==> config.mk <==
export PLATFORM = sky130hd
export DESIGN_NAME = ssm_top
export DESIGN_NICKNAME = d
export VERILOG_FILES = /design/src/rtl/ssm_pkg.sv /design/src/rtl/ssm_top.sv
export SDC_FILE = /design/constraint.sdc
export NUM_CORES = 1
export LEC_CHECK = 0
export ABC_AREA = 0
export CORE_UTILIZATION = 55
export CTS_BUF_LIST = sky130_fd_sc_hd__clkbuf_8
export DETAILED_ROUTE_END_ITERATION = 8
export DONT_BUFFER_PORTS = 1
export GPL_TIMING_DRIVEN = 0
export PLACE_DENSITY = 0.79
export SETUP_SLACK_MARGIN = 0.3
export SLEW_MARGIN = 25
export SYNTH_ARGS = -nofsm -noshare
export SYNTH_HDL_FRONTEND = slang
export SYNTH_SLANG_ARGS = --single-unit
==> constraint.sdc <==
create_clock -name clk -period 3 [get_ports clk]
set_input_delay 0.3 -clock clk [delete_from_list [all_inputs] [get_ports clk]]
set_output_delay 0.3 -clock clk [all_outputs]
set_load 0.01 [all_outputs]
==> src/rtl/ssm_pkg.sv <==
// constants for the serial memory command logic
// assumes a single system clock; serial pins are asynchronous to it
package ssm_pkg;
   localparam logic [7:0] SET_WRITE_LATCH_CMD = 8'h06;
   localparam logic [7:0] CLEAR_WRITE_LATCH_CMD = 8'h04;
   localparam logic [7:0] STATUS_READ_CMD = 8'h05;
   localparam logic [7:0] STATUS_WRITE_CMD = 8'h01;
   localparam logic [7:0] ARRAY_READ_CMD = 8'h03;
   localparam logic [7:0] ARRAY_WRITE_CMD = 8'h02;
   localparam logic [7:0] IDENTITY_READ_CMD = 8'h9F;
   localparam logic [7:0] FAST_ARRAY_READ_CMD = 8'h0B;
   localparam int ADDR_W = 14;
   localparam logic [13:0] QUARTER_BASE = 14'h3000;
   localparam logic [13:0] HALF_BASE = 14'h2000;
   localparam logic [4:0] STATUS_NV_RESET = 5'h00;
   localparam logic [2:0] OPC_LAST_BIT = 3'h7;
   localparam logic [4:0] ADDR_LAST_BIT = 5'h0F;
   localparam logic [4:0] ID_LAST_BIT = 5'h1F;
   // identity values are arbitrary
   localparam logic [31:0] IDENTITY_WORD = 32'h5A01A55A;
   localparam int FIFO_DEPTH = 32;
   typedef enum logic [2:0] {SSM_OPC, SSM_ADDR, SSM_DUMMY, SSM_RD, SSM_WR, SSM_SR_RD, SSM_SR_WR, SSM_ID}
      ssm_state_t;
endpackage

==> src/rtl/ssm_top.sv <==
// serial memory command logic with fifo of written bytes
// assumes serial pins are asynchronous and sampled by clk
`timescale 1ns/1ps

module ssm_fifo #(parameter int WIDTH = 22, parameter int DEPTH = 32) (
   input wire logic clk,
   input wire logic rst,
   input wire logic in_valid,
   output logic in_ready,
   input wire logic [WIDTH-1:0] in_data,
   output logic out_valid,
   input wire logic out_ready,
   output logic [WIDTH-1:0] out_data
);
   localparam int AW = $clog2(DEPTH);
   logic [WIDTH-1:0] mem [DEPTH];
   logic [AW:0] wp, rp, next_wp, next_rp;
   always_comb begin
      next_wp = wp;
      next_rp = rp;
      if (in_valid && in_ready) begin
         next_wp = wp + 1'b1;
      end
      if (out_valid && out_ready) begin
         next_rp = rp + 1'b1;
      end
   end
   always_ff @(posedge clk) begin
      if (rst) begin
         wp <= '0;
         rp <= '0;
      end else begin
         wp <= next_wp;
         rp <= next_rp;
      end
   end
   always_ff @(posedge clk) begin
      if (in_valid && in_ready) begin
         mem[wp[AW-1:0]] <= in_data;
      end
   end
   assign in_ready = !((wp[AW] != rp[AW]) && (wp[AW-1:0] == rp[AW-1:0]));
   assign out_valid = (wp != rp);
   assign out_data = mem[rp[AW-1:0]];
endmodule

// Functional notes
// - command starts with eight opcode bits
// - early deselect discards partial opcode
// - set command sets write latch
// - clear command clears latch; writes refused
// - status read shifts eight status bits
// - status byte repeats while clocking
// - status write stores bits 7, 3 and 2 if allowed
// - latch bit and bit zero ignored
// - array read outputs addressed byte
// - reads increment and wrap forever
// - array write stores each full byte; dropped if fifo full
// - writes increment, wrap, end on deselect
// - fast read takes dummy byte then reads
// - identity read outputs thirty-two bits
// - last identity bit held afterwards
// - guard bits select protected range
// - latch and guards gate array writes; latch and pin gate status writes
// - hold pauses command, floats array and status read output
// - deselect in hold aborts command
// - latch cleared at reset, clear, after writes
// - sample rising edge, drive falling edge
// - status byte bit layout
module ssm_top
   import ssm_pkg::*;
#(parameter int DEPTH = ssm_pkg::FIFO_DEPTH) (
   input wire logic clk,
   input wire logic rst,
   input wire logic cs_n,
   input wire logic sck,
   input wire logic si,
   input wire logic wp_n,
   input wire logic hold_n,
   output logic so,
   output logic so_oe_n,
   output logic wr_valid,
   input wire logic wr_ready,
   output logic [ssm_pkg::ADDR_W-1:0] wr_addr,
   output logic [7:0] wr_data,
   output logic [ssm_pkg::ADDR_W-1:0] rd_addr,
   input wire logic [7:0] rd_data,
   output logic [7:0] status_byte
);
   import ssm_pkg::*;
   // pin synchroniser, two stages
   logic [4:0] s1, s2;
   logic sck_d;
   always_ff @(posedge clk) begin
      if (rst) begin
         s1 <= 5'h1F;
         s2 <= 5'h1F;
         sck_d <= 1'b0;
      end else begin
         s1 <= {cs_n, sck, si, wp_n, hold_n};
         s2 <= s1;
         sck_d <= s2[3];
      end
   end

   logic cs_q, sck_q, si_q, wp_q, hold_q;
   assign {cs_q, sck_q, si_q, wp_q, hold_q} = s2;

   logic active, rise, fall;
   assign active = !cs_q && hold_q;
   assign rise = active && sck_q && !sck_d;
   assign fall = active && !sck_q && sck_d;

   ssm_state_t st, next_st;
   logic [7:0] sh, next_sh;
   logic [4:0] cnt, next_cnt;
   logic [7:0] opc, next_opc;
   logic [13:0] addr, next_addr;
   logic [7:0] obuf, next_obuf;
   logic [4:0] nv, next_nv;
   logic write_enable_latch, next_wel, wrcmd, next_wrcmd;
   logic sel, next_sel, so_r, next_so, oe_n, next_oe_n;
   logic f_valid, f_ready;
   logic [21:0] f_in;
   logic guarded, sr_prot;

   // guard range and protection
   always_comb begin
      unique case (nv[1:0])
         2'b00: begin
            guarded = 1'b0;
         end
         2'b01: begin
            guarded = addr >= QUARTER_BASE;
         end
         2'b10: begin
            guarded = addr >= HALF_BASE;
         end
         default: begin
            guarded = 1'b1;
         end
      endcase
   end

   assign sr_prot = !write_enable_latch || (nv[4] && !wp_q);

   // status byte layout, unused bits read zero
   always_comb begin
      status_byte = 8'h00;
      status_byte[7] = nv[4];
      status_byte[3:2] = nv[1:0];
      status_byte[1] = write_enable_latch;
   end

   // next state and datapath

   always_comb begin
      next_st = st;
      next_sh = sh;
      next_cnt = cnt;
      next_opc = opc;
      next_addr = addr;
      next_obuf = obuf;
      next_nv = nv;
      next_wel = write_enable_latch;
      next_wrcmd = wrcmd;
      next_sel = !cs_q;
      next_so = so_r;
      next_oe_n = oe_n;
      f_valid = 1'b0;
      if (cs_q) begin
         // deselect: partial opcode dropped, latch cleared after writes
         next_st = SSM_OPC;
         next_cnt = 5'h00;
         next_oe_n = 1'b1;
         if (sel && wrcmd) begin
            next_wel = 1'b0;
         end
         next_wrcmd = 1'b0;
      end else if (!hold_q) begin
         if (st == SSM_RD || st == SSM_SR_RD) begin
            next_oe_n = 1'b1;
         end
      end else begin
         if (st == SSM_RD || st == SSM_SR_RD || st == SSM_ID) begin
            next_oe_n = 1'b0;
         end
         if (rise) begin
            next_sh = {sh[6:0], si_q};
            next_cnt = cnt + 5'h01;
            unique case (st)
               SSM_OPC: begin
                  if (cnt[2:0] == OPC_LAST_BIT) begin
                     next_opc = {sh[6:0], si_q};
                     next_cnt = 5'h00;
                     unique case ({sh[6:0], si_q})
                        SET_WRITE_LATCH_CMD: next_wel = 1'b1;
                        CLEAR_WRITE_LATCH_CMD: next_wel = 1'b0;
                        STATUS_READ_CMD: begin
                           next_st = SSM_SR_RD;
                           next_obuf = status_byte;
                        end
                        STATUS_WRITE_CMD: begin
                           next_st = SSM_SR_WR;
                           next_wrcmd = 1'b1;
                        end
                        ARRAY_READ_CMD, FAST_ARRAY_READ_CMD: next_st = SSM_ADDR;
                        ARRAY_WRITE_CMD: begin
                           next_st = SSM_ADDR;
                           next_wrcmd = 1'b1;
                        end
                        IDENTITY_READ_CMD: next_st = SSM_ID;
                        default: next_st = SSM_DUMMY;
                     endcase
                  end
               end
               SSM_ADDR: begin
                  next_addr = {addr[12:0], si_q};
                  if (cnt == ADDR_LAST_BIT) begin
                     next_cnt = 5'h00;
                     if (opc == ARRAY_WRITE_CMD) begin
                        next_st = SSM_WR;
                        next_wrcmd = 1'b1;
                     end else if (opc == FAST_ARRAY_READ_CMD) begin
                        next_st = SSM_DUMMY;
                     end else begin
                        next_st = SSM_RD;
                        next_obuf = rd_data;
                     end
                  end
               end
               SSM_DUMMY: begin
                  if (opc == FAST_ARRAY_READ_CMD && cnt[2:0] == OPC_LAST_BIT) begin
                     next_st = SSM_RD;
                     next_cnt = 5'h00;
                     next_obuf = rd_data;
                  end
               end
               SSM_RD: begin
                  if (cnt[2:0] == OPC_LAST_BIT) begin
                     next_cnt = 5'h00;
                     next_addr = addr + 14'h0001;
                  end
               end
               SSM_SR_RD: begin
                  if (cnt[2:0] == OPC_LAST_BIT) begin
                     next_cnt = 5'h00;
                     next_obuf = status_byte;
                  end
               end
               SSM_SR_WR: begin
                  if (cnt[2:0] == OPC_LAST_BIT) begin
                     next_st = SSM_DUMMY;
                     if (!sr_prot) begin
                        // bit 7 and guard bits kept; latch and bit zero dropped
                        next_nv = {sh[6], 2'b00, sh[2:1]};
                     end
                  end
               end
               SSM_WR: begin
                  if (cnt[2:0] == OPC_LAST_BIT) begin
                     next_cnt = 5'h00;
                     f_valid = write_enable_latch && !guarded && f_ready;
                     next_addr = addr + 14'h0001;
                  end
               end
               SSM_ID: begin
                  if (cnt == ID_LAST_BIT) begin
                     next_cnt = ID_LAST_BIT;
                  end
               end
               default: next_st = SSM_OPC;
            endcase
         end

         if (fall) begin
            unique case (st)
               SSM_RD, SSM_SR_RD: begin
                  next_so = obuf[7];
                  next_obuf = {obuf[6:0], 1'b0};
                  if (cnt[2:0] == 3'h0 && st == SSM_RD) begin
                     next_so = rd_data[7];
                     next_obuf = {rd_data[6:0], 1'b0};
                  end
               end
               SSM_ID: begin
                  // msb first; last bit held once cnt saturates
                  next_so = IDENTITY_WORD[5'h1F - cnt];
               end
               default: next_so = so_r;
            endcase
         end
      end
   end

   // registers
   always_ff @(posedge clk) begin
      if (rst) begin
         st <= SSM_OPC;
         sh <= 8'h00;
         cnt <= 5'h00;
         opc <= 8'h00;
         addr <= 14'h0000;
         obuf <= 8'h00;
         nv <= STATUS_NV_RESET;
         write_enable_latch <= 1'b0;
         wrcmd <= 1'b0;
         sel <= 1'b0;
         so_r <= 1'b0;
         oe_n <= 1'b1;
      end else begin
         st <= next_st;
         sh <= next_sh;
         cnt <= next_cnt;
         opc <= next_opc;
         addr <= next_addr;
         obuf <= next_obuf;
         nv <= next_nv;
         write_enable_latch <= next_wel;
         wrcmd <= next_wrcmd;
         sel <= next_sel;
         so_r <= next_so;
         oe_n <= next_oe_n;
      end
   end

   assign f_in = {addr, sh[6:0], si_q};
   assign rd_addr = addr;
   assign so = so_r;
   assign so_oe_n = oe_n;

   // write stream buffer

   ssm_fifo #(.WIDTH(22), .DEPTH(DEPTH)) u_fifo (
      .clk(clk),
      .rst(rst),
      .in_valid(f_valid),
      .in_ready(f_ready),
      .in_data(f_in),
      .out_valid(wr_valid),
      .out_ready(wr_ready),
      .out_data({wr_addr, wr_data})
   );
endmodule
==> parameters.txt, run 1 <==
Parameter                              Value

GRT
  Via count of the first global-routing pass    18400
  Initial antenna violation count    3
  Overall track demand over capacity in global routing    31.5%
  Gr ovfl total    0
  Maximum number of pins on one net before global-route repair    41
  Wire length of the first global-routing pass    126000 um

Power
  Switching power of the nets    4.28 mW
  Internal power summed over all cells    15.3 mW
  Static leakage    12.1 nW
  Clock group share of total power    39.6%
  Proportion of total power due to net switching    21.8%
  Power share of the sequential group    59.9%
  Combinational group share of total power    0.5%
  Maximum VDD drop    350 uV
  Power density normalized to cell area    519 nW/um^2

Routing
  Total DRC errors in the routed layout    8
  Wire per inst    34.3 um
  Vias after detailed routing    18600
  Antenna-violating nets left    0
  First-pass DRT Iterations    9
  Total wire length    93400 um
  Average vias per placed instance    6.82
  Violation count after the first detailed-routing iteration    3003

Timing
  Top achievable clock speed    0.288 GHz
  RSZ-0062 raised after global routing    true
  Final Hold Violating Endpoints    0
  Slew headroom    36.1%
  Slack of the critical path    -0.472 ns
  Shortest period the worst path allows    3.47 ns
  Final-report max-slew violation count    0
  Worst Tran Pin Value    0.958 ns
  Setup violators final    22
  Final clock period utilization by the worst path    116%
  Clock Skews    0.0367 ns

Die
  Cell row count    86
  Initial Utilization    56.2%
  IO Pins    63
  Core area    55500 um^2
  Die area    57700 um^2
  Die Y-Extent    240 um
  Width of the die    240 um

Status
  Violated checks    design-rule violations, negative setup slack
  Outcome    finished, violations left

Cells and area
  Number of nets in the layout    1917
  Most common cell after layout, fill and taps aside    sky130_fd_sc_hd__edfxtp_1
  Fill cell total of the finished layout    3236
  Leading cell types in the layout, fill and taps excluded    sky130_fd_sc_hd__edfxtp_1, sky130_fd_sc_hd__mux4_2, sky130_fd_sc_hd__clkbuf_8
  Number of standard cells in the layout, taps in and fillers out    2724
  Final core occ    68.1%
  Fraction of final layout cells sized beyond drive strength 1    35.9%
  Area Overhead vs Synth    21.2%

Clock network
  TritonCTS clock tree    done
  Number of buffers created by CTS    114
  Clock Sink Count    785
  Deepest clock path buffer count    3
  Clock root cell    sky130_fd_sc_hd__clkbuf_8
  Total number of H-tree levels    3
  Latest clock arrival within the worst-skew pair    0.74 ns
  Clock Pin Slew Worst Setup and Hold Paths    0.07 ns

Setup path
  Critical Path Source Type    flip-flop
  Crit path arrival time    3.17 ns
  FF-to-FF path depth    12
  Register-to-register setup slack    0.35 ns
  Sort of element at the end of the critical path    output pin
  Endpoint of the worst-slack reg-to-reg timing path    u_fifo.mem[30][18]
  Startpoint of the lowest-slack register-to-register path    cnt[0]
  Required arrival time at the worst endpoint    2.70 ns
  End point of the critical path    wr_addr[7]
  Peak fanout along the critical path    9
  Crit Path Class    flip-flop to output pin

Synthesis
  Count of mapped cells out of synthesis    1581
  Number of library cell types mapped by synthesis    68
  Number of enable-type register cells in the synthesized netlist    704
  Yosys warns    0
  Main flop type after synthesis    sky130_fd_sc_hd__edfxtp_1
  Register area share after synthesis    73.0%
  Post-synth ARST share    0%
  Post-synthesis average cell area    19.7 um^2
  Post-synthesis cell area    31200 um^2
  FF+latch count, synth    785

Hold path
  Worst Hold Class    primary input to flip-flop

Place
  Post-DP HPWL    43800 um
  Number of buffers inserted by port buffering    0
  Number of cells after detailed placement    2339
  RD Place Congestion    0.855
  Placement Setup Slack    -0.844 ns

Job
  Max-Cap Viols    0
-- state kept, by name (all words and copies together) (netlist names), 3 cells and up, named ones only --
register,count
u_fifo.mem,704
rd_addr,14
obuf,8
opc,8
sh,7
u_fifo.rp,6
u_fifo.wp,6
cnt,5
s1,5
s2,5
nv,3
st,3
-- worst min path at each step --
stage                from       to  cells past startpoint
2_1_floorplan       s1[0]    s2[0]                      1
6_report       rd_data[7]  obuf[7]                      3
3_3_place_gp        s1[0]    s2[0]                      1
4_1_cts        rd_data[7]  obuf[7]                      3
3_5_place_dp        s1[3]    s2[3]                      1
5_1_grt               rst  obuf[4]                      2
-- worst max-delay path, stage by stage, from the launching register on --
cell and delay (ns):
sky130_fd_sc_hd__dfxtp_4 0.39, sky130_fd_sc_hd__buf_12 0.16, sky130_fd_sc_hd__buf_12 0.18, sky130_fd_sc_hd__buf_12 0.12, sky130_fd_sc_hd__buf_16 0.13, sky130_fd_sc_hd__mux4_2 0.51, sky130_fd_sc_hd__mux4_2 0.62, sky130_fd_sc_hd__mux2_4 0.34
-- cell families after synthesis --
kind of cell    share of synthesized area, %
simple gates                            4.14
flops                                   73.0
compound gates                          2.82
fa+ha+maj                              0.562
other cells                           0.0120
buf+inv                                 1.44
mux                                     17.4
xor+xnor                               0.610
-- layout make-up --
| cell class | count | area (um^2) | share of cell area [%] |
|---|---|---|---|
| diodes | 2 | 5.00 | 0.0132 |
| well taps | 748 | 936 | 2.48 |
| inverters | 15 | 60.1 | 0.159 |
| plain buffers | 91 | 942 | 2.49 |
| multi-input cells | 718 | 8720 | 23.1 |
| repair buffers | 161 | 2350 | 6.22 |
| clock buffers | 115 | 1580 | 4.19 |
| clock inverters | 88 | 365 | 0.967 |
| flip-flops and latches | 785 | 22800 | 60.4 |
| repair inverters | 1 | 7.51 | 0.0199 |
-- power by group through the flow --
stage | Sequential (mW) | Combinational, mW | Clock (mW)
6_report | 11.8 | 0.0974 | 7.76
5_1_grt | 11.8 | 0.105 | 8.17
4_1_cts | 11.8 | 0.0938 | 7.50
3_5_place_dp | 12.0 | 0.0712 | 0
3_3_place_gp | 12.0 | 0.0690 | 0
2_1_floorplan | 12.0 | 0.0548 | 0
-- stage by stage --
stage	power, mW	instance area, um^2	setup TNS, ns	hold slack (ns)
after floorplan	12.0	31400	0	0.389
after global placement	12.1	32400	-312.04	0.394
after detailed placement	12.1	32600	-314.21	0.393
after CTS	19.4	37300	-7.34	0.0137
after global routing	20.0	37800	-8.91	0.0979
final	19.6	37800	-7.79	0.0465
-- cells in the mapped netlist (all sizes together) (5+ instances only) --
master | count | share of area (%)
a211oi | 10 | 0.31
a21oi | 34 | 0.58
a22o | 9 | 0.25
a31oi | 7 | 0.14
and3 | 5 | 0.10
buf | 30 | 0.53
clkbuf | 61 | 0.73
dfxtp | 81 | 5.2
edfxtp | 704 | 68
ha | 14 | 0.56
inv | 15 | 0.18
mux2 | 23 | 0.83
mux2i | 22 | 0.71
mux4 | 220 | 16
nand2 | 51 | 0.61
nand2b | 5 | 0.10
nand3 | 22 | 0.39
nand4 | 7 | 0.14
nor2 | 101 | 1.2
nor2b | 10 | 0.20
nor3 | 13 | 0.21
o21a | 6 | 0.14
o21ai | 29 | 0.47
or2 | 18 | 0.36
or3 | 5 | 0.12
xnor2 | 5 | 0.14
xor2 | 14 | 0.39
-- per-layer routing --
metal	wire length (um)	track usage, %
met1	30800	39.6
met3	12600	9.05
met4	5240	14.6
met2	44800	50.8
met5	9	0
-- timing repair --
item	in CTS	in global routing
endpoints found under the setup margin	738	569
pin swaps	62	3
hold buffers	20	0
hold endpoints to repair	23	0
gates cloned	32	10
setup buffers	105	13
resized for setup	211	46
Note: power is estimated with default switching activity, not from simulation.
==> run 2: changes to the inputs <==
--- a/config.mk
+++ b/config.mk
@@ -11,7 +11,7 @@
 export DETAILED_ROUTE_END_ITERATION = 8
 export DONT_BUFFER_PORTS = 1
 export GPL_TIMING_DRIVEN = 0
-export PLACE_DENSITY = 0.79
+export PLACE_DENSITY = 0.76
 export SETUP_SLACK_MARGIN = 0.3
 export SLEW_MARGIN = 25
 export SYNTH_ARGS = -nofsm -noshare
==> constraint.sdc (replaced) <==
create_clock -name clk -period 3.8 [get_ports clk]
set_input_delay 0.38 -clock clk [delete_from_list [all_inputs] [get_ports clk]]
set_output_delay 0.38 -clock clk [all_outputs]
set_load 0.01 [all_outputs]
==> run 2 against run 1 <==
Net effect:
- the run now ends clean
- via count shrank 10%
- critical path depth shrank 3
- die area stayed put
- setup slack improved by 0.76 ns
- register-to-register slack hardly changed
- first-iteration DRC count is 32% lower
- sequential share of layout area is 2.4 points higher
==> parameters.txt, run 2 (synthesized netlist as in run 1, its figures left out) <==
Parameter                              Value

Status
  Outcome    finished, final reports clean

Die
  IO Pins    63
  Die area    57700 um^2
  Initial Utilization    56.2%
  Core area    55500 um^2
  Cell row count    86
  Width of the die    240 um
  Die Y-Extent    240 um

Setup path
  Peak fanout along the critical path    10
  Critical Path Source Type    flip-flop
  FF-to-FF path depth    10
  Sort of element at the end of the critical path    output pin
  Required arrival time at the worst endpoint    3.42 ns
  Crit Path Class    flip-flop to output pin
  Crit path arrival time    3.13 ns

Hold path
  Worst Hold Class    primary input to flip-flop
  Worst hold path cell count    3

Cells and area
  Fraction of final layout cells sized beyond drive strength 1    32.2%
  Leading cell types in the layout, fill and taps excluded    sky130_fd_sc_hd__edfxtp_1, sky130_fd_sc_hd__mux4_2, sky130_fd_sc_hd__clkbuf_8
  Most common cell after layout, fill and taps aside    sky130_fd_sc_hd__edfxtp_1
  Number of standard cells in the layout, taps in and fillers out    2624
  Area Overhead vs Synth    16.3%
  Number of nets in the layout    1812
  Fill cell total of the finished layout    3530
  Antenna Cells    0
  Number of flip-flops under the largest register name    704

Routing
  Wire per inst    29.1 um
  Violation count after the first detailed-routing iteration    2036
  Vias after detailed routing    16700
  Total wire length    76300 um
  Total DRC errors in the routed layout    0
  Average vias per placed instance    6.37
  Antenna-violating nets left    0
  First-pass DRT Iterations    6

Clock network
  Clock root cell    sky130_fd_sc_hd__clkbuf_8
  Clock Pin Slew Worst Setup and Hold Paths    0.07 ns
  Latest clock arrival within the worst-skew pair    0.70 ns
  TritonCTS clock tree    done
  Deepest clock path buffer count    3
  Total number of H-tree levels    3
  Number of buffers created by CTS    115
  Clock Sink Count    785

Timing
  Final Hold Violating Endpoints    0
  Final-report max-slew violation count    0
  Top achievable clock speed    0.285 GHz
  Setup violators final    0
  RSZ-0062 raised after global routing    true
  Worst Tran Pin Value    0.948 ns
  Slew headroom    36.7%
  Total negative slack    0 ns
  Shortest period the worst path allows    3.51 ns
  Clock Skews    0.0176 ns
  Final clock period utilization by the worst path    92.4%

GRT
  Wire length of the first global-routing pass    111000 um
  Overall track demand over capacity in global routing    27.2%
  Initial antenna violation count    1
  Via count of the first global-routing pass    17100
  Gr ovfl total    0
  Maximum number of pins on one net before global-route repair    41

Place
  Number of buffers inserted by port buffering    0
  Number of cells after detailed placement    2364
  RD Place Congestion    0.877
  Post-DP HPWL    47200 um

Job
  Max-Cap Viols    0

Power
  Maximum VDD drop    308 uV
  Power density normalized to cell area    430 nW/um^2
  Static leakage    11.5 nW
-- run 2: cell types whose count changed in the layout (fill, tap and decap cells not counted), sizes merged --
cell and delta:
buf -62, bufinv +2, clkbuf -5, clkinv +1, clkinvlp -1, diode -2
dlygate4sd3 -5, inv -3, nand2 -1, nor2 -24
-- run 2: critical path: stages (launching register included) --
cell,delay [ns]
sky130_fd_sc_hd__dfxtp_1,0.32
sky130_fd_sc_hd__buf_1,0.51
sky130_fd_sc_hd__clkbuf_1,0.75
sky130_fd_sc_hd__mux4_2,0.48
sky130_fd_sc_hd__mux2_2,0.37
-- run 2: path summary, 6_finish.rpt --
path              startpoint                  to  slack, ns
hold / removal    rd_data[1]             obuf[2]       0.05
hold reg to reg        s1[4]               s2[4]       0.41
setup / recovery   flip-flop          wr_data[6]       0.29
setup reg to reg      cnt[0]  u_fifo.mem[20][21]       0.35
-- run 2: power breakdown --
group / internal [mW] / switching, mW
clock network: 3.12 / 3.14
registers: 9.28 / 0.0136
logic: 0.0325 / 0.0416
total: 12.4 / 3.19
-- run 2: what timing repair did --
action | CTS | global route
gates resized for setup | 112 | 29
setup buffers | 28 | 5
setup endpoints to repair | 703 | 210
gates cloned | 0 | 1
pin swaps | 18 | 0
endpoints found under the hold margin | 14 | 0
hold buffers | 15 | 0
-- run 2: per-stage QoR --
step / area [um^2] / utilization [%] / power (mW) / worst slack [ns] / hold slack, ns
after global placement: 32100 / 57.9 / 9.53 / -1.16 / 0.394
final: 36300 / 65.4 / 15.6 / 0.288 / 0.0490
after global routing: 36300 / 65.4 / 16.0 / 0.155 / 0.0375
after CTS: 36200 / 65.1 / 15.7 / 0.239 / 0.0113
after floorplan: 31200 / - / 9.51 / 0.500 / 0.389
after detailed placement: 33200 / 59.8 / 9.53 / -0.235 / 0.395
-- run 2: cell type report --
cell class	count	area (um^2)	area share (%)
flip-flops and latches	785	22800	62.8
multi-input cells	693	8240	22.7
clock buffers	123	1690	4.67
repair buffers	81	1360	3.76
well taps	748	936	2.58
plain buffers	91	774	2.13
clock inverters	88	424	1.17
inverters	15	58.8	0.162
-- run 2: routing by layer --
layer / global-route usage [%] / up-vias / share of wire, %
met1: 36.2 / 8673 / 38
met2: 43.9 / 977 / 49
met5: 0 / - / 0
met4: 9.88 / 0 / 3.2
li1: - / 6901 / -
met3: 6.52 / 156 / 9.9
